`src/hw/lsc_params.svh`:
```
`ifndef LSC_PARAMS_SVH
`define LSC_PARAMS_SVH

// data space addresses
`define LSC_MODE_ADDR      8'hdc
`define LSC_RAM_FIRST      8'he0
`define LSC_RAM_LAST       8'hf7
`define LSC_BANK_BYTES     6
`define LSC_BANK_BITS      48
`define LSC_RAM_BYTES      24
`define LSC_NUM_COMMONS    4
`define LSC_MODE_RESET     8'h00

// mode control field positions
`define LSC_RATIO_MSB      7
`define LSC_RATIO_LSB      6
`define LSC_OSC_MSB        5
`define LSC_OSC_LSB        3
`define LSC_BASE_MSB       2
`define LSC_BASE_LSB       0

// segment placement inside a bank
`define LSC_SEG_FIRST_BIT  3
`define LSC_SEG_COUNT      45

// ratio codes
`define LSC_RATIO_4        2'h0
`define LSC_RATIO_1        2'h1
`define LSC_RATIO_2        2'h2
`define LSC_RATIO_3        2'h3

// oscillator select codes and division factors
`define LSC_OSC_OFF        3'h0
`define LSC_OSC_DIV32      3'h3
`define LSC_OSC_DIV64      3'h4
`define LSC_OSC_DIV128     3'h5
`define LSC_OSC_DIV256     3'h6
`define LSC_OSC_F32        9'h020
`define LSC_OSC_F64        9'h040
`define LSC_OSC_F128       9'h080
`define LSC_OSC_F256       9'h100

// base frequency codes and reference division factors
`define LSC_BASE_RESERVED  3'h7
`define LSC_BASE_F0        10'h200
`define LSC_BASE_F1        10'h182
`define LSC_BASE_F2        10'h100
`define LSC_BASE_F3        10'h0c0
`define LSC_BASE_F4        10'h080
`define LSC_BASE_F5        10'h060
`define LSC_BASE_F6        10'h040

`endif

```
`src/hw/lsc_pkg.sv`:
```
`include "lsc_params.svh"

package lsc_pkg;

    // mode control register layout, msb first
    typedef struct packed {
        logic [1:0] mux_ratio_sel;          // ratio field
        logic [2:0] osc_divider_select;     // oscillator select field
        logic [2:0] base_frame_rate_select; // base frequency field
    } lsc_mode_t;

    // one data space access from the core
    typedef struct packed {
        logic       wr;    // write strobe
        logic       rd;    // read strobe
        logic [7:0] addr;  // data space address
        logic [7:0] wdata; // write data
    } lsc_cpu_req_t;

    // panel drive levels
    typedef struct packed {
        logic [3:0]  backplane_lines;      // one-hot active common
        logic [44:0] seg;                  // segment on flags, s4 in bit 0
        logic        polarity;             // frame inversion phase
        logic        panel_supply_div_en;  // bias divider enable
    } lsc_panel_t;

    // controller state
    typedef enum logic [1:0] {
        LSC_ST_OFF    = 2'b00,
        LSC_ST_RUN    = 2'b01,
        LSC_ST_GROUND = 2'b10
    } lsc_state_t;

    // divider state
    typedef struct packed {
        logic [8:0] pre_cnt;
        logic [9:0] base_cnt;
        logic       tick;
    } lsc_div_state_t;

    // top level state
    typedef struct packed {
        logic       fail_meta;
        logic       fail_sync;
        lsc_mode_t  mode;
        lsc_state_t state;
        logic [1:0] slot;
        lsc_panel_t panel;
        logic [7:0] rdata;
        logic       hit;
    } lsc_top_state_t;

endpackage : lsc_pkg

```
`src/hw/lsc_display_ram.sv`:
```
`include "lsc_params.svh"

module lsc_display_ram
    import lsc_pkg::*;
(
    // clock
    input  wire logic        clk_sys_i,
    // write port
    input  wire logic        we_i,
    input  wire logic [4:0]  idx_i,
    input  wire logic [7:0]  wdata_i,
    // read side
    output logic [7:0]       rdata_o,
    output logic [3:0][47:0] banks_o
);

    logic [`LSC_RAM_BYTES-1:0][7:0] mem; // storage, never reset

    // one write slot per byte, no reset so contents start arbitrary
    for (genvar i = 0; i < `LSC_RAM_BYTES; i++) begin : g_byte
        always_ff @(posedge clk_sys_i) begin
            if (we_i && (idx_i == 5'(i))) begin
                mem[i] <= wdata_i;
            end
        end
    end

    // banks of six bytes, common 1 first
    assign banks_o = mem;
    assign rdata_o = (idx_i < 5'(`LSC_RAM_BYTES)) ? mem[idx_i] : 8'h00;

endmodule : lsc_display_ram

```
`src/hw/lsc_lcd_segment_controller.sv`:
```
// Functional notes
// - oscillator divided by selected factor, 000 off
// - oscillator failure grounds all segment, common lines
// - ratio field selects one to four commons
// - base frequency from reference by selected factor
// - frame rate is base over active commons
// - bias divider off while driver off
// - set ram bit turns element on
// - display ram is not cleared by reset
// - unused common bytes are ordinary storage
// - ram at e0..f7, six bytes per common
// - segment n at byte (n-1)/8, bit (n-1)%8
// - low reference detection may switch driver off
// - stop mode switches off and grounds lines
// - mode register holds ratio, oscillator, base fields
`include "lsc_params.svh"

module lsc_lcd_segment_controller
    import lsc_pkg::*;
(
    // clock and reset
    input  wire logic          clk_sys_i,
    input  wire logic          nrst_i,
    // core data space access
    input  wire lsc_cpu_req_t  cpu_req_i,
    output logic [7:0]         cpu_rdata_o,
    output logic               cpu_hit_o,
    // system status
    input  wire logic          osc_fail_i,
    input  wire logic          stop_mode_i,
    input  wire logic          low_freq_detect_i,
    // panel side
    output lsc_panel_t         panel_o,
    output logic               lines_grounded_o,
    output logic               driver_on_o,
    output lsc_mode_t          display_mode_control_o
);

    // overview of the datapath:
    // the core reaches two things through plain strobes, the
    // mode byte and a 24 byte display store (one 48 bit bank
    // per common). the mode byte picks the oscillator divider,
    // the base rate and how many commons take part.
    // while running, the commons are driven one at a time for
    // one base period each; the segment lines follow the bank
    // of the common that owns the current slot.
    // any forcing cause (oscillator fault, stop, low reference)
    // drops every line to zero within a few clocks, so the
    // glass never sees a steady offset.
    // leaving ground always passes through the off state, so a
    // fresh frame restarts from common one with phase zero.
    // the store itself is never cleared; software owns it.

    // reset synchroniser
    logic rst_meta_n_r;  // first stage
    logic rst_n_r;       // released reset used by all logic

    // controller state
    lsc_top_state_t st_r;   // registered state
    lsc_top_state_t st_nxt; // next state

    // ram and divider connections
    logic            ram_we;      // write into display ram
    logic [4:0]      ram_idx;     // byte index inside ram
    logic [7:0]      ram_rdata;   // byte read from ram
    logic [3:0][47:0] ram_banks;  // all four banks
    logic            base_tick;   // base frequency pulse
    logic            in_ram;      // address inside ram window
    logic            fault;       // any condition forcing ground
    logic            cfg_ok;      // mode register allows display
    logic [1:0]      last_slot;   // highest active common index
    logic [7:0]      addr_off;    // address minus ram base

    // reset release through two flops, assert at once
    // hazard: a raw release close to an edge could let some
    // flops leave reset a cycle before others; the copy below
    // releases on a clean edge for every process in the block
    always_ff @(posedge clk_sys_i or negedge nrst_i) begin
        if (!nrst_i) begin
            rst_meta_n_r <= 1'b0;
            rst_n_r      <= 1'b0;
        end else begin
            rst_meta_n_r <= 1'b1;
            rst_n_r      <= rst_meta_n_r;
        end
    end

    // address decode for the display ram window
    // the offset is taken modulo 256 and only its low five bits
    // index the store; outside the window the index is junk but
    // neither the write enable nor the read mux then uses it
    assign addr_off = cpu_req_i.addr - `LSC_RAM_FIRST;
    assign in_ram   = (cpu_req_i.addr >= `LSC_RAM_FIRST) && (cpu_req_i.addr <= `LSC_RAM_LAST);
    assign ram_idx  = addr_off[4:0];
    assign ram_we   = cpu_req_i.wr && in_ram;

    // display ram, no reset
    // storage keeps its bytes across a reset on purpose; bytes
    // of commons left unused stay plain read/write storage
    lsc_display_ram u_ram (
        .clk_sys_i (clk_sys_i),
        .we_i      (ram_we),
        .idx_i     (ram_idx),
        .wdata_i   (cpu_req_i.wdata),
        .rdata_o   (ram_rdata),
        .banks_o   (ram_banks)
    );

    // reference and base frequency generation, runs only while displaying
    // holding the counters at zero when not running makes the
    // first slot after start a full base period long
    lsc_ref_divider u_div (
        .clk_sys_i   (clk_sys_i),
        .rst_n_i     (rst_n_r),
        .enable_i    (st_r.state == LSC_ST_RUN),
        .osc_sel_i   (st_r.mode.osc_divider_select),
        .base_sel_i  (st_r.mode.base_frame_rate_select),
        .base_tick_o (base_tick)
    );

    // forced ground on failure, stop or low reference
    // stop and low reference come from logic on this clock and
    // are used as they are; only the failure pin is synchronised
    // limitation: a fault shorter than one cycle may be missed
    assign fault = st_r.fail_sync || stop_mode_i || low_freq_detect_i;

    // valid oscillator and base codes only
    // undefined oscillator codes and the reserved base code keep
    // the display off rather than running at a strange rate
    always_comb begin
        case (st_r.mode.osc_divider_select)
            `LSC_OSC_DIV32,
            `LSC_OSC_DIV64,
            `LSC_OSC_DIV128,
            `LSC_OSC_DIV256: cfg_ok = (st_r.mode.base_frame_rate_select != `LSC_BASE_RESERVED);
            default:         cfg_ok = 1'b0; // off code or undefined codes
        endcase
    end

    // number of active commons minus one
    // note the odd code order: 00 selects all four commons,
    // the other codes give as many commons as their value
    always_comb begin
        case (st_r.mode.mux_ratio_sel)
            `LSC_RATIO_4: last_slot = 2'h3;
            `LSC_RATIO_1: last_slot = 2'h0;
            `LSC_RATIO_2: last_slot = 2'h1;
            `LSC_RATIO_3: last_slot = 2'h2;
            default:      last_slot = 2'h0;
        endcase
    end

    // next state: sync, register access, sequencing, drive
    always_comb begin
        st_nxt = st_r;

        // oscillator failure pin passes two flops
        // only fail_sync is read by logic; fail_meta may be unsettled
        st_nxt.fail_meta = osc_fail_i;
        st_nxt.fail_sync = st_r.fail_meta;

        // mode control register write
        // a new mode takes effect on the next edge; a ratio cut
        // mid-frame is handled by the wrap test in the run state
        if (cpu_req_i.wr && (cpu_req_i.addr == `LSC_MODE_ADDR)) begin
            st_nxt.mode = lsc_mode_t'(cpu_req_i.wdata);
        end

        // read data, zero on unmapped addresses
        // answer stands one cycle and falls back to zero, so a
        // stale byte never looks like a fresh answer
        st_nxt.rdata = 8'h00;
        st_nxt.hit   = 1'b0;
        if (cpu_req_i.rd) begin
            if (cpu_req_i.addr == `LSC_MODE_ADDR) begin
                st_nxt.rdata = st_r.mode;
                st_nxt.hit   = 1'b1;
            end else if (in_ram) begin
                st_nxt.rdata = ram_rdata;
                st_nxt.hit   = 1'b1;
            end
        end

        // controller sequencing
        case (st_r.state)
            LSC_ST_OFF: begin
                // idle until configured
                // fault has priority, so a bad start never drives
                st_nxt.slot     = 2'h0;
                st_nxt.panel.polarity = 1'b0;
                if (fault) begin
                    st_nxt.state = LSC_ST_GROUND;
                end else if (cfg_ok) begin
                    st_nxt.state = LSC_ST_RUN;
                end
            end
            LSC_ST_RUN: begin
                if (fault) begin
                    st_nxt.state = LSC_ST_GROUND;
                end else if (!cfg_ok) begin
                    st_nxt.state = LSC_ST_OFF;
                end else if (base_tick) begin
                    // one slot per base period, frame ends after last common
                    // the >= test also wraps a slot left beyond a
                    // smaller ratio written while running
                    // the phase bit flips once per frame, at the wrap
                    if (st_r.slot >= last_slot) begin
                        st_nxt.slot           = 2'h0;
                        st_nxt.panel.polarity = ~st_r.panel.polarity;
                    end else begin
                        st_nxt.slot = st_r.slot + 2'h1;
                    end
                end
            end
            LSC_ST_GROUND: begin
                // hold ground until every forcing cause is gone
                // exit goes to off, which rechecks the mode byte
                st_nxt.slot           = 2'h0;
                st_nxt.panel.polarity = 1'b0;
                if (!fault) begin
                    st_nxt.state = LSC_ST_OFF;
                end
            end
            default: begin
                st_nxt.state = LSC_ST_OFF;
            end
        endcase

        // panel drive from the next slot, all low unless running
        // drive is built from the next state so that lines fall
        // on the same edge as the state leaves run, not one later
        // segments follow the store live: a write shows one edge after the byte lands
        if (st_nxt.state == LSC_ST_RUN) begin
            st_nxt.panel.backplane_lines     = 4'h1 << st_nxt.slot;
            st_nxt.panel.seg                 = ram_banks[st_nxt.slot][`LSC_BANK_BITS-1:`LSC_SEG_FIRST_BIT];
            st_nxt.panel.panel_supply_div_en = 1'b1;
        end else begin
            st_nxt.panel.backplane_lines     = 4'h0;
            st_nxt.panel.seg                 = '0;
            st_nxt.panel.polarity            = 1'b0;
            st_nxt.panel.panel_supply_div_en = 1'b0;
        end
    end

    // state register
    always_ff @(posedge clk_sys_i or negedge rst_n_r) begin
        if (!rst_n_r) begin
            st_r       <= '0;
            st_r.mode  <= lsc_mode_t'(`LSC_MODE_RESET);
            st_r.state <= LSC_ST_OFF;
        end else begin
            st_r <= st_nxt;
        end
    end

    // outputs straight from registers
    // grounded and driver flags are pure decodes of the state
    // register, so they agree with the panel drive every cycle
    assign cpu_rdata_o            = st_r.rdata;
    assign cpu_hit_o              = st_r.hit;
    assign panel_o                = st_r.panel;
    assign lines_grounded_o       = (st_r.state != LSC_ST_RUN);
    assign driver_on_o            = (st_r.state == LSC_ST_RUN);
    assign display_mode_control_o = st_r.mode;

    // limitations worth knowing:
    // - reads and writes to one byte in one cycle give the old
    //   byte; the new one is seen from the next cycle on
    // - the drive is logic levels only; the stepped bias
    //   voltages are made outside this block
    // - the phase bit only marks frames; turning it into an
    //   alternating drive is left to the output stage

endmodule : lsc_lcd_segment_controller

```
`src/hw/lsc_ref_divider.sv`:
```
`include "lsc_params.svh"

module lsc_ref_divider
    import lsc_pkg::*;
(
    // clock and reset
    input  wire logic       clk_sys_i,
    input  wire logic       rst_n_i,
    // configuration
    input  wire logic       enable_i,
    input  wire logic [2:0] osc_sel_i,
    input  wire logic [2:0] base_sel_i,
    // base frequency pulse
    output logic            base_tick_o
);

    lsc_div_state_t st_r;  // registered state
    lsc_div_state_t st_nxt; // next state

    // oscillator code to division factor
    function automatic logic [8:0] osc_factor(input logic [2:0] code);
        case (code)
            `LSC_OSC_DIV32:  osc_factor = `LSC_OSC_F32;
            `LSC_OSC_DIV64:  osc_factor = `LSC_OSC_F64;
            `LSC_OSC_DIV128: osc_factor = `LSC_OSC_F128;
            `LSC_OSC_DIV256: osc_factor = `LSC_OSC_F256;
            default:         osc_factor = `LSC_OSC_F256;
        endcase
    endfunction : osc_factor

    // base code to reference division factor
    function automatic logic [9:0] base_factor(input logic [2:0] code);
        case (code)
            3'h0:    base_factor = `LSC_BASE_F0;
            3'h1:    base_factor = `LSC_BASE_F1;
            3'h2:    base_factor = `LSC_BASE_F2;
            3'h3:    base_factor = `LSC_BASE_F3;
            3'h4:    base_factor = `LSC_BASE_F4;
            3'h5:    base_factor = `LSC_BASE_F5;
            3'h6:    base_factor = `LSC_BASE_F6;
            default: base_factor = `LSC_BASE_F0;
        endcase
    endfunction : base_factor

    // two cascaded counters: oscillator to reference, reference to base
    always_comb begin
        st_nxt      = st_r;
        st_nxt.tick = 1'b0;
        if (!enable_i) begin
            st_nxt.pre_cnt  = 9'h000;
            st_nxt.base_cnt = 10'h000;
        end else if (st_r.pre_cnt >= osc_factor(osc_sel_i) - 9'h001) begin
            st_nxt.pre_cnt = 9'h000;
            if (st_r.base_cnt >= base_factor(base_sel_i) - 10'h001) begin
                st_nxt.base_cnt = 10'h000;
                st_nxt.tick     = 1'b1;
            end else begin
                st_nxt.base_cnt = st_r.base_cnt + 10'h001;
            end
        end else begin
            st_nxt.pre_cnt = st_r.pre_cnt + 9'h001;
        end
    end

    // state register
    always_ff @(posedge clk_sys_i or negedge rst_n_i) begin
        if (!rst_n_i) begin
            st_r <= '0;
        end else begin
            st_r <= st_nxt;
        end
    end

    assign base_tick_o = st_r.tick;

endmodule : lsc_ref_divider

```
`config.mk`:
```
export PLATFORM = sky130hd
export DESIGN_NAME = lsc_lcd_segment_controller
export DESIGN_NICKNAME = d
export VERILOG_FILES = /design/src/hw/lsc_pkg.sv /design/src/hw/lsc_display_ram.sv /design/src/hw/lsc_lcd_segment_controller.sv /design/src/hw/lsc_ref_divider.sv
export VERILOG_INCLUDE_DIRS = /design/src /design/src/hw
export SDC_FILE = /design/constraint.sdc
export NUM_CORES = 1
export LEC_CHECK = 0
export BUFFER_PORTS_ARGS = -buffer_cell sky130_fd_sc_hd__buf_2
export CAP_MARGIN = 15
export CORE_UTILIZATION = 41
export DETAILED_ROUTE_END_ITERATION = 10
export SETUP_SLACK_MARGIN = 0.05
export SYNTH_ARGS = -nofsm -noshare
export SYNTH_HDL_FRONTEND = slang
export SYNTH_SLANG_ARGS = --single-unit
```
`constraint.sdc`:
```
create_clock -name clk_sys_i -period 3.8 [get_ports clk_sys_i]
set_input_delay 0.76 -clock clk_sys_i [delete_from_list [all_inputs] [get_ports clk_sys_i]]
set_output_delay 0.76 -clock clk_sys_i [all_outputs]
set_load 0.02 [all_outputs]
```
==> results of run 1 <==
==> stage by stage <==
stage	instance area (um^2)	hold slack, ns
3_3_place_gp	13600	0.336
4_1_cts	14600	0.298
6_report	14600	0.314
5_1_grt	14600	0.299
2_1_floorplan	13100	0.331
3_5_place_dp	13600	0.336
==> worst paths after layout <==
path,endpoint,depth (start not counted)
max in group asynchronous,panel_o[16],1
worst min-delay path,st_nxt[72],1
min in group asynchronous,u_div.st_r[5],0
worst max register to register,panel_o[33],10
worst min register to register,rst_n_r,0
worst max-delay path,panel_o[33],10
==> placed cells by master, fill, tap and decap left out, drive strengths merged, types with 4 or more instances in the layout <==
cell type and instances:
xor2 5, ha 20, a211oi 4, o21ai 5
and2 5, bufinv 4, clkinv 16, mux2 9
a21oi 21, buf 133, nor3 7, mux4 56
nand3 12, a22oi 90, mux2i 54, nand3b 4
nand2b 5, and3 8, dfrtp 96, edfxtp 192
o211ai 4, inv 13, o22ai 9, nor2 41
o21a 9, nor2b 6, nand2 20, clkbuf 36
==> cell usage after synthesis, drive strengths merged, types with 6 or more instances <==
| cell type | count | area share [%] |
|---|---|---|
| mux2 | 9 | 0.77 |
| nand3 | 12 | 0.46 |
| o21a | 9 | 0.52 |
| nor2b | 6 | 0.29 |
| dfrtp | 96 | 18 |
| edfxtp | 192 | 44 |
| ha | 20 | 1.9 |
| inv | 11 | 0.32 |
| nor2 | 41 | 1.2 |
| nor3 | 7 | 0.35 |
| o22ai | 9 | 0.43 |
| mux2i | 54 | 4.1 |
| clkbuf | 11 | 0.32 |
| mux4 | 56 | 9.6 |
| buf | 106 | 5.9 |
| a22oi | 90 | 5.2 |
| a21oi | 21 | 0.80 |
| nand2 | 20 | 0.59 |
| and3 | 8 | 0.38 |
==> cells by family (layout without fill, tap and decap cells) <==
kind of cell,count (synthesis),in the layout,share of synthesized area [%]
adder cells (fa/ha/maj),20,20,1.91
other,1,3,0.0287
multiplexers,119,119,14.5
AND/OR/NAND/NOR,126,126,5.13
flip-flops,288,288,62.4
AO/OA/AOI/OAI,159,159,8.88
XOR/XNOR,8,8,0.536
buffers and inverters,129,204,6.53
==> per-layer routing <==
layer	global-route usage [%]	vias up
li1	-	3368
met1	32.5	4051
met2	34.8	377
met3	4.10	43
met4	5.33	0
met5	0	-
==> cell type report <==
class                   instances  area [um^2]
fillers                      2724        16800
flip-flops and latches        288         8170
multi-input cells             435         4080
repair buffers                134          828
clock buffers                  36          795
well taps                     402          503
clock inverters                22          215
inverters                      12         45.0
==> state kept, by name, summed over array words and instances, names as in the netlist, 5 cells and up <==
signal / flops
display_mode_control_o: 8
u_div.st_r: 19
st_r: 5
cpu_rdata_o: 8
u_ram.banks_o: 192
panel_o: 51
==> worst register-to-register path, cell delays in order, from the launching register on <==
cell	delay [ns]
dfrtp_1	0.42
inv_1	0.09
ha_1	0.19
or2_2	0.30
ha_1	0.28
nor2b_1	0.05
o211a_1	0.29
a211oi_4	0.72
buf_4	0.42
a22oi_1	0.15
mux2i_1	0.30
==> power by group <==
part	total (W)	internal, W	switching [W]	leakage, nW
sequential	0.00339	0.00337	0.0000260	3.05
clock	0.00300	0.00176	0.00124	0.494
combinational	0.000262	0.000101	0.000161	2.22
total	0.00666	0.00523	0.00143	5.77
==> results.yml, run 1 <==
hold_path:
  holdCritStartpoint: "osc_fail_i"
  holdCritPathClass: "primary input to flop"
setup_path:
  r2r_start: "display_mode_control_o[6]"
  r2r_slack_ns: 0.48
  critPathKind: "flop to flop"
  crit_chain: "inv_1 -> ha_1 -> or2_2 -> ha_1 -> nor2b_1 -> o211a_1 -> a211oi_4 -> buf_4 -> a22oi_1 -> mux2i_1"
  crit_fanout: 21
  crit_path_top_delay_cell: "a211oi_4"
  critPathCaptureType: "flop"
  cp_data_arrival_time_ns: 3.77
  path_buf_inv: 2
  crit_start: "display_mode_control_o[6]"
  cpLargestDelayFamily: "compound AO/OA/AOI/OAI gates"
  startpoint_type: "flop"
  slowest_delay_ns: 0.72
  cp.required_ns: 4.24
  cp_common_cell: "ha_1"
clock_tree:
  cts_buffer_depth: 3
  clk_latency_ns: 0.57
  cts_hold_buf: 1
  cts_tree: "yes"
  root_buffer: "clkbuf_16"
  post_cts.repair.setup_buffers: 0
  clock_sinks: 288
  numCtsBuffers: 31
  ctsHtreeMaxLevel: 1
  clkTransAtPathRegs_ns: 0.06
  post_cts_resized: 0
synthesis:
  synth_async_sr_flop_share_pct: 33.3
  postSynthCellCount: 850
  synth_edf_count: 192
  ys_ff_latch: 288
  avgSynthCellArea_um2: 15.4
  synth.yosys.seq_area_share_pct: 62.4
  synth.cell_area_mm2: 0.0131
  synthFlopType: "edfxtp_1"
  yosysUniqueCellTypes: 61
  yosys_warnings: 0
placement:
  dp_hpwl_mm: 24.7
  place_ws_ns: 0.505
  place.gp.congestion: 0.904
  io_buffers: 92
  dp_cells: 1270
sta:
  slew_violations: 0
  setup_slack_ns: 0.476
  setup_tns_ns: 0
  setup_violations: 0
  slew_headroom_pct: 30.1
  skew_ns: 0.0134
  worst_pin_slew_ns: 1.05
  post-route-min-period_ns: 3.32
  period_share_pct: 87.5
  rsz0062_at_grt: "false"
  hold_viol_final: 0
  fmax_mhz: 301
layout:
  syn2layout_area_growth_pct: 11.9
  layout.nets: 945
  drive_gt1_share_pct: 27.4
  diodes: 0
  fin_util_pct: 46.5
  fin_cells: 1329
route:
  wl_met1_mm: 16.0
  drtAntennaViolNets: 0
  wl_met2_mm: 16.8
  via_count: 7839
  drt_iter0_drc: 904
  wl_mm: 36.4
  highest_layer: "met4"
  drtPass1Iterations: 5
  route.met3.wl_mm: 2.89
  routedWlPerCell_um: 27.4
  avgViaCountPerCell: 5.90
  post-route-drc-count: 0
power_and_ir_drop:
  p_per_area_mw_per_mm2: 455
  vdd_drop_max_mv: 0.347
  power_w: 0.00666
  p_leak_nw: 5.77
die:
  rows: 65
  io_pins: 93
  dieArea_mm2: 0.0326
  die_h_um: 181
  start_util_pct: 41.6
  die_w_um: 181
  design.core.area_mm2: 0.0315
grt:
  antenna_found_initial: 0
  grt_pass1_wl_mm: 52.9
  overflow: 0
  grt_max_degree: 93
  grtUsageTotal_pct: 22.4
  first_global_vias: 7839
job:
  cap_violations: 0
status:
  outcome: "completed"
(Power assumes the default switching activity.)
==> run 2: changes to the inputs <==
--- a/config.mk
+++ b/config.mk
@@ -10,6 +10,7 @@
 export CAP_MARGIN = 15
 export CORE_UTILIZATION = 41
 export DETAILED_ROUTE_END_ITERATION = 10
+export PLACE_DENSITY = 0.64
 export SETUP_SLACK_MARGIN = 0.05
 export SYNTH_ARGS = -nofsm -noshare
 export SYNTH_HDL_FRONTEND = slang
==> results.yml, run 2 (same netlist as run 1, synthesis figures left out) <==
status:
  outcome: "completed"
sta:
  hold_slack_ns: 0.276
  period_share_pct: 81.4
  rsz0062_at_grt: "false"
  worst_pin_slew_ns: 0.978
  slew_violations: 0
  setup_tns_ns: 0
  post-route-min-period_ns: 3.09
  skew_ns: 0.0175
  setup_slack_ns: 0.706
  hold_viol_final: 0
  slew_headroom_pct: 34.6
  fmax_mhz: 323
  setup_violations: 0
die:
  dieArea_mm2: 0.0326
  design.core.area_mm2: 0.0315
  die_w_um: 181
  start_util_pct: 41.6
  rows: 65
  io_pins: 93
  die_h_um: 181
route:
  post-route-drc-count: 0
  wl_mm: 34.4
  drt_iter0_drc: 866
  via_count: 7758
  routedWlPerCell_um: 25.9
  drtAntennaViolNets: 0
  drtPass1Iterations: 5
  avgViaCountPerCell: 5.85
clock_tree:
  clk_latency_ns: 0.57
  root_buffer: "clkbuf_16"
  cts_buffer_depth: 3
  clkTransAtPathRegs_ns: 0.06
  post_cts_resized: 0
  numCtsBuffers: 31
  ctsHtreeMaxLevel: 1
  post_cts.repair.setup_buffers: 0
  cts_tree: "yes"
  clock_sinks: 288
layout:
  layout.nets: 941
  fillers: 2679
  layout_commonest_cell: "edfxtp_1"
  largest_register_ffs: 192
  layout.cells.most_common_list: "192 x edfxtp_1, 95 x dfrtp_1, 92 x buf_2, 90 x a22oi_1, 56 x mux4_2"
  syn2layout_area_growth_pct: 12.8
  drive_gt1_share_pct: 28.3
  multi_input_area_mm2: 0.00408
  seq_area_mm2: 0.00817
  design_area_mm2: 0.0148
power_and_ir_drop:
  power_w: 0.00687
  power_frac_comb_pct: 3.9
  p_per_area_mw_per_mm2: 466
  clockPowerShare_pct: 46.8
  swShare_pct: 21.0
  p_leak_nw: 5.81
  p_int_w: 0.00543
  seq_power_share_pct: 49.3
  p_sw_w: 0.00144
  vdd_drop_max_mv: 0.352
setup_path:
  startpoint_type: "flop"
  critPathCaptureType: "flop"
  crit_chain: "or3b_2 -> ha_1 -> ha_1 -> a2111o_1 -> a221oi_2 -> buf_4 -> nand2b_1 -> o211ai_1"
  cp.required_ns: 4.23
  path_buf_inv: 1
  cp_common_cell: "ha_1"
  critPathKind: "flop to flop"
  slowest_delay_ns: 0.56
  crit_fanout: 11
  cpLargestDelayFamily: "compound AO/OA/AOI/OAI gates"
  crit_path_top_delay_cell: "a221oi_2"
  cp_data_arrival_time_ns: 3.52
grt:
  first_global_vias: 7673
  grt_max_degree: 93
  antenna_found_initial: 2
  grtUsageTotal_pct: 21.1
  overflow: 0
  grt_pass1_wl_mm: 50.7
job:
  cap_violations: 0
placement:
  io_buffers: 92
  placed_cell_area_mm2: 0.0136
  place_ws_ns: 0.683
  dp_hpwl_mm: 23.7
  place.gp.congestion: 0.813
hold_path:
  holdCritPathClass: "flop to async pin"
==> run 2: changes by cell type in the layout (fill, tap and decap cells not counted), sizes merged <==
cell,delta
diode,+1
clkinv,-4
clkinvlp,+4
clkbuf,-1
bufinv,+2
buf,-4
inv,-1
==> run 2: layout make-up <==
class	count	area share, %
inverter	12	0.305
clock inverter	23	1.93
timing repair buffer	130	5.74
clock buffer	35	5.56
sequential	288	55.4
antenna	1	0.0170
multi-input combinational	435	27.7
tap	402	3.41
==> run 2: through the flow <==
stage	utilization, %	cells
after floorplan	-	852
final	46.9	1326
after global placement	43.2	1264
after global routing	46.9	1325
after detailed placement	43.2	1264
after CTS	46.7	1323
==> run 2: what timing repair did <==
action | 4_1_cts | 5_1_grt
hold endpoints to repair | 2 | 0
endpoints found under the setup margin | 0 | 0
hold buffers | 1 | 0
==> run 2: path summary, 6_finish.rpt <==
kind | startpoint | end | slack [ns] | cells past startpoint
worst max register to register | display_mode_control_o[4] | u_div.st_r[9] | 0.71 | 8
worst min register to register | rst_n_r | u_div.st_r[5] | 0.28 | 0
min in group clk_sys_i | osc_fail_i | st_nxt[72] | 0.31 | 1
worst min-delay path | rst_n_r | u_div.st_r[5] | 0.28 | 0
worst max-delay path | display_mode_control_o[4] | u_div.st_r[9] | 0.71 | 8
max in group asynchronous | rst_n_r | panel_o[16] | 2.52 | 2
==> run 2: worst register-to-register path: stages, from the launching register on <==
cell	delay, ns
dfrtp_1	0.43
or3b_2	0.50
ha_1	0.30
ha_1	0.20
a2111o_1	0.36
a221oi_2	0.56
buf_4	0.28
nand2b_1	0.21
o211ai_1	0.13
==> run 2: layer usage <==
metal | up-vias | global-route usage (%) | part of all wire [%] | routed length, um
li1 | 3354 | - | - | -
met1 | 3955 | 29.5 | 43 | 14700
met2 | 394 | 32.1 | 45 | 15600
met3 | 53 | 6.37 | 9.7 | 3350
met4 | 2 | 5.68 | 2.0 | 685
met5 | - | 0 | 0.026 | 9
==> run 2: power groups by stage <==
stage	Sequential [W]	Clock, W	Combinational [W]
floorplan	0.00345	0	0.000158
global route	0.00339	0.00338	0.000291
finish	0.00338	0.00322	0.000270
CTS	0.00340	0.00327	0.000256
detailed placement	0.00346	0	0.000255
global placement	0.00346	0	0.000253
==> run 3: changes to the inputs <==
==> constraint.sdc (replaced) <==
create_clock -name clk_sys_i -period 3.1 [get_ports clk_sys_i]
set_input_delay 0.62 -clock clk_sys_i [delete_from_list [all_inputs] [get_ports clk_sys_i]]
set_output_delay 0.62 -clock clk_sys_i [all_outputs]
set_load 0.02 [all_outputs]
==> results.yml, run 3 (same netlist as run 1, synthesis figures left out) <==
placement:
  placed_cell_area_mm2: 0.0137
  io_buffers: 92
  place.gp.congestion: 0.942
  dp_hpwl_mm: 24.1
layout:
  layout.cells.most_common_list: "192 x edfxtp_1, 95 x dfrtp_1, 92 x buf_2, 90 x a22oi_1, 56 x mux4_2"
  drive_gt1_share_pct: 28.7
  layout_commonest_cell: "edfxtp_1"
  design_area_mm2: 0.0148
  syn2layout_area_growth_pct: 13.2
  layout.nets: 960
  largest_register_ffs: 192
setup_path:
  cp.required_ns: 3.55
  cp_common_cell: "ha_1"
  critPathKind: "flop to flop"
  startpoint_type: "flop"
  worstReg2RegEnd: "panel_o[33]"
  critPathCaptureType: "flop"
  r2r_slack_ns: 0.19
  r2r_start: "display_mode_control_o[6]"
  slowest_delay_ns: 0.38
  cp_data_arrival_time_ns: 3.36
  crit_path_top_delay_cell: "dfrtp_1"
  crit_fanout: 62
  rr_worst_depth: 11
  crit_chain: "inv_1 -> ha_1 -> or2_2 -> ha_1 -> nor2b_1 -> o211a_1 -> a211oi_4 -> buf_12 -> buf_4 -> a22oi_1 -> mux2i_1"
die:
  dieArea_mm2: 0.0326
  design.core.area_mm2: 0.0315
  io_pins: 93
  rows: 65
  start_util_pct: 41.6
  die_w_um: 181
  die_h_um: 181
route:
  route.met3.wl_mm: 3.21
  drtPass1Iterations: 5
  highest_layer: "met4"
  drt_iter0_drc: 993
  routedWlPerCell_um: 26.6
  wl_met2_mm: 16.0
  wl_mm: 35.7
  drtAntennaViolNets: 0
  wl_met1_mm: 15.3
  via_count: 7886
  post-route-drc-count: 0
  avgViaCountPerCell: 5.87
grt:
  first_global_vias: 7928
  grt_pass1_wl_mm: 51.9
  grt_max_degree: 63
  grtUsageTotal_pct: 21.6
  overflow: 0
  antenna_found_initial: 1
hold_path:
  whs_endpoint: "st_nxt[72]"
  whs_path_depth: 1
  holdCritStartpoint: "osc_fail_i"
  holdCritPathClass: "primary input to flop"
power_and_ir_drop:
  p_per_area_mw_per_mm2: 545
  vdd_drop_max_mv: 0.429
  p_leak_nw: 5.84
sta:
  rsz0062_at_grt: "false"
  period_share_pct: 93.9
  hold_viol_final: 0
  worst_pin_slew_ns: 1.02
  skew_ns: 0.0137
  setup_violations: 0
  post-route-min-period_ns: 2.91
  setup_tns_ns: 0
  fmax_mhz: 344
  slew_violations: 0
  slew_headroom_pct: 31.5
clock_tree:
  cts_buffer_depth: 3
  ctsHtreeMaxLevel: 1
  clkTransAtPathRegs_ns: 0.06
  clk_latency_ns: 0.56
  numCtsBuffers: 30
  cts_tree: "yes"
  clock_sinks: 288
  root_buffer: "clkbuf_16"
status:
  outcome: "completed"
job:
  cap_violations: 0
==> run 3: per-stage QoR <==
stage / instances / hold WS, ns / util (%) / power, W / worst slack, ns
2_1_floorplan: 852 / 0.324 / - / 0.00442 / 0.228
3_3_place_gp: 1282 / 0.339 / 43.7 / 0.00457 / 0.262
3_5_place_dp: 1282 / 0.340 / 43.7 / 0.00457 / 0.183
4_1_cts: 1339 / 0.152 / 46.8 / 0.00813 / 0.171
5_1_grt: 1343 / 0.160 / 47.0 / 0.00831 / 0.0741
6_report: 1344 / 0.167 / 47.0 / 0.00807 / 0.190
==> run 3: cell type report <==
class                   count  area [um^2]
clock inverters            16          174
clock buffers              40          798
inverters                  12         45.0
well taps                 402          503
multi-input cells         435         4100
flip-flops and latches    288         8170
repair buffers            150         1010
diodes                      1         2.50
fillers                  2705        16700
==> run 3: critical path: cells and delay by family, from the launching register on <==
kind            cells  cell delay [ns]
compound gates      3             0.67
buf+inv             3             0.64
mux                 1             0.24
simple gates        2             0.34
flops               1             0.38
fa+ha+maj           2             0.46
==> run 3: repair_timing <==
action	in CTS	in global routing
hold endpoints to repair	2	0
gates resized for setup	0	4
hold buffers	1	0
setup endpoints to repair	0	10
setup buffers	0	2
==> run 3: metal layers <==
layer	vias up	global-route usage, %
met2	410	32.3
li1	3406	-
met3	66	4.89
met5	-	0
met1	4004	31.1
met4	0	6.94
==> run 3: report_power, final <==
| part | total (W) | leakage, nW | switching (W) | internal, W |
|---|---|---|---|---|
| sequential | 0.00415 | 3.05 | 0.0000202 | 0.00413 |
| combinational | 0.000349 | 2.33 | 0.000215 | 0.000134 |
| clock | 0.00357 | 0.468 | 0.00151 | 0.00206 |
==> run 3: how the worst max path moves through the flow <==
stage,start,to,slack (ns),cells past startpoint
6_report,display_mode_control_o[6],panel_o[33],0.19,11
5_1_grt,display_mode_control_o[6],panel_o[32],0.07,11
4_1_cts,display_mode_control_o[6],panel_o[45],0.17,11
3_5_place_dp,display_mode_control_o[4],u_div.st_r[10],0.18,8
3_3_place_gp,display_mode_control_o[4],u_div.st_r[10],0.26,8
2_1_floorplan,rst_n_r,cpu_hit_o,0.23,0
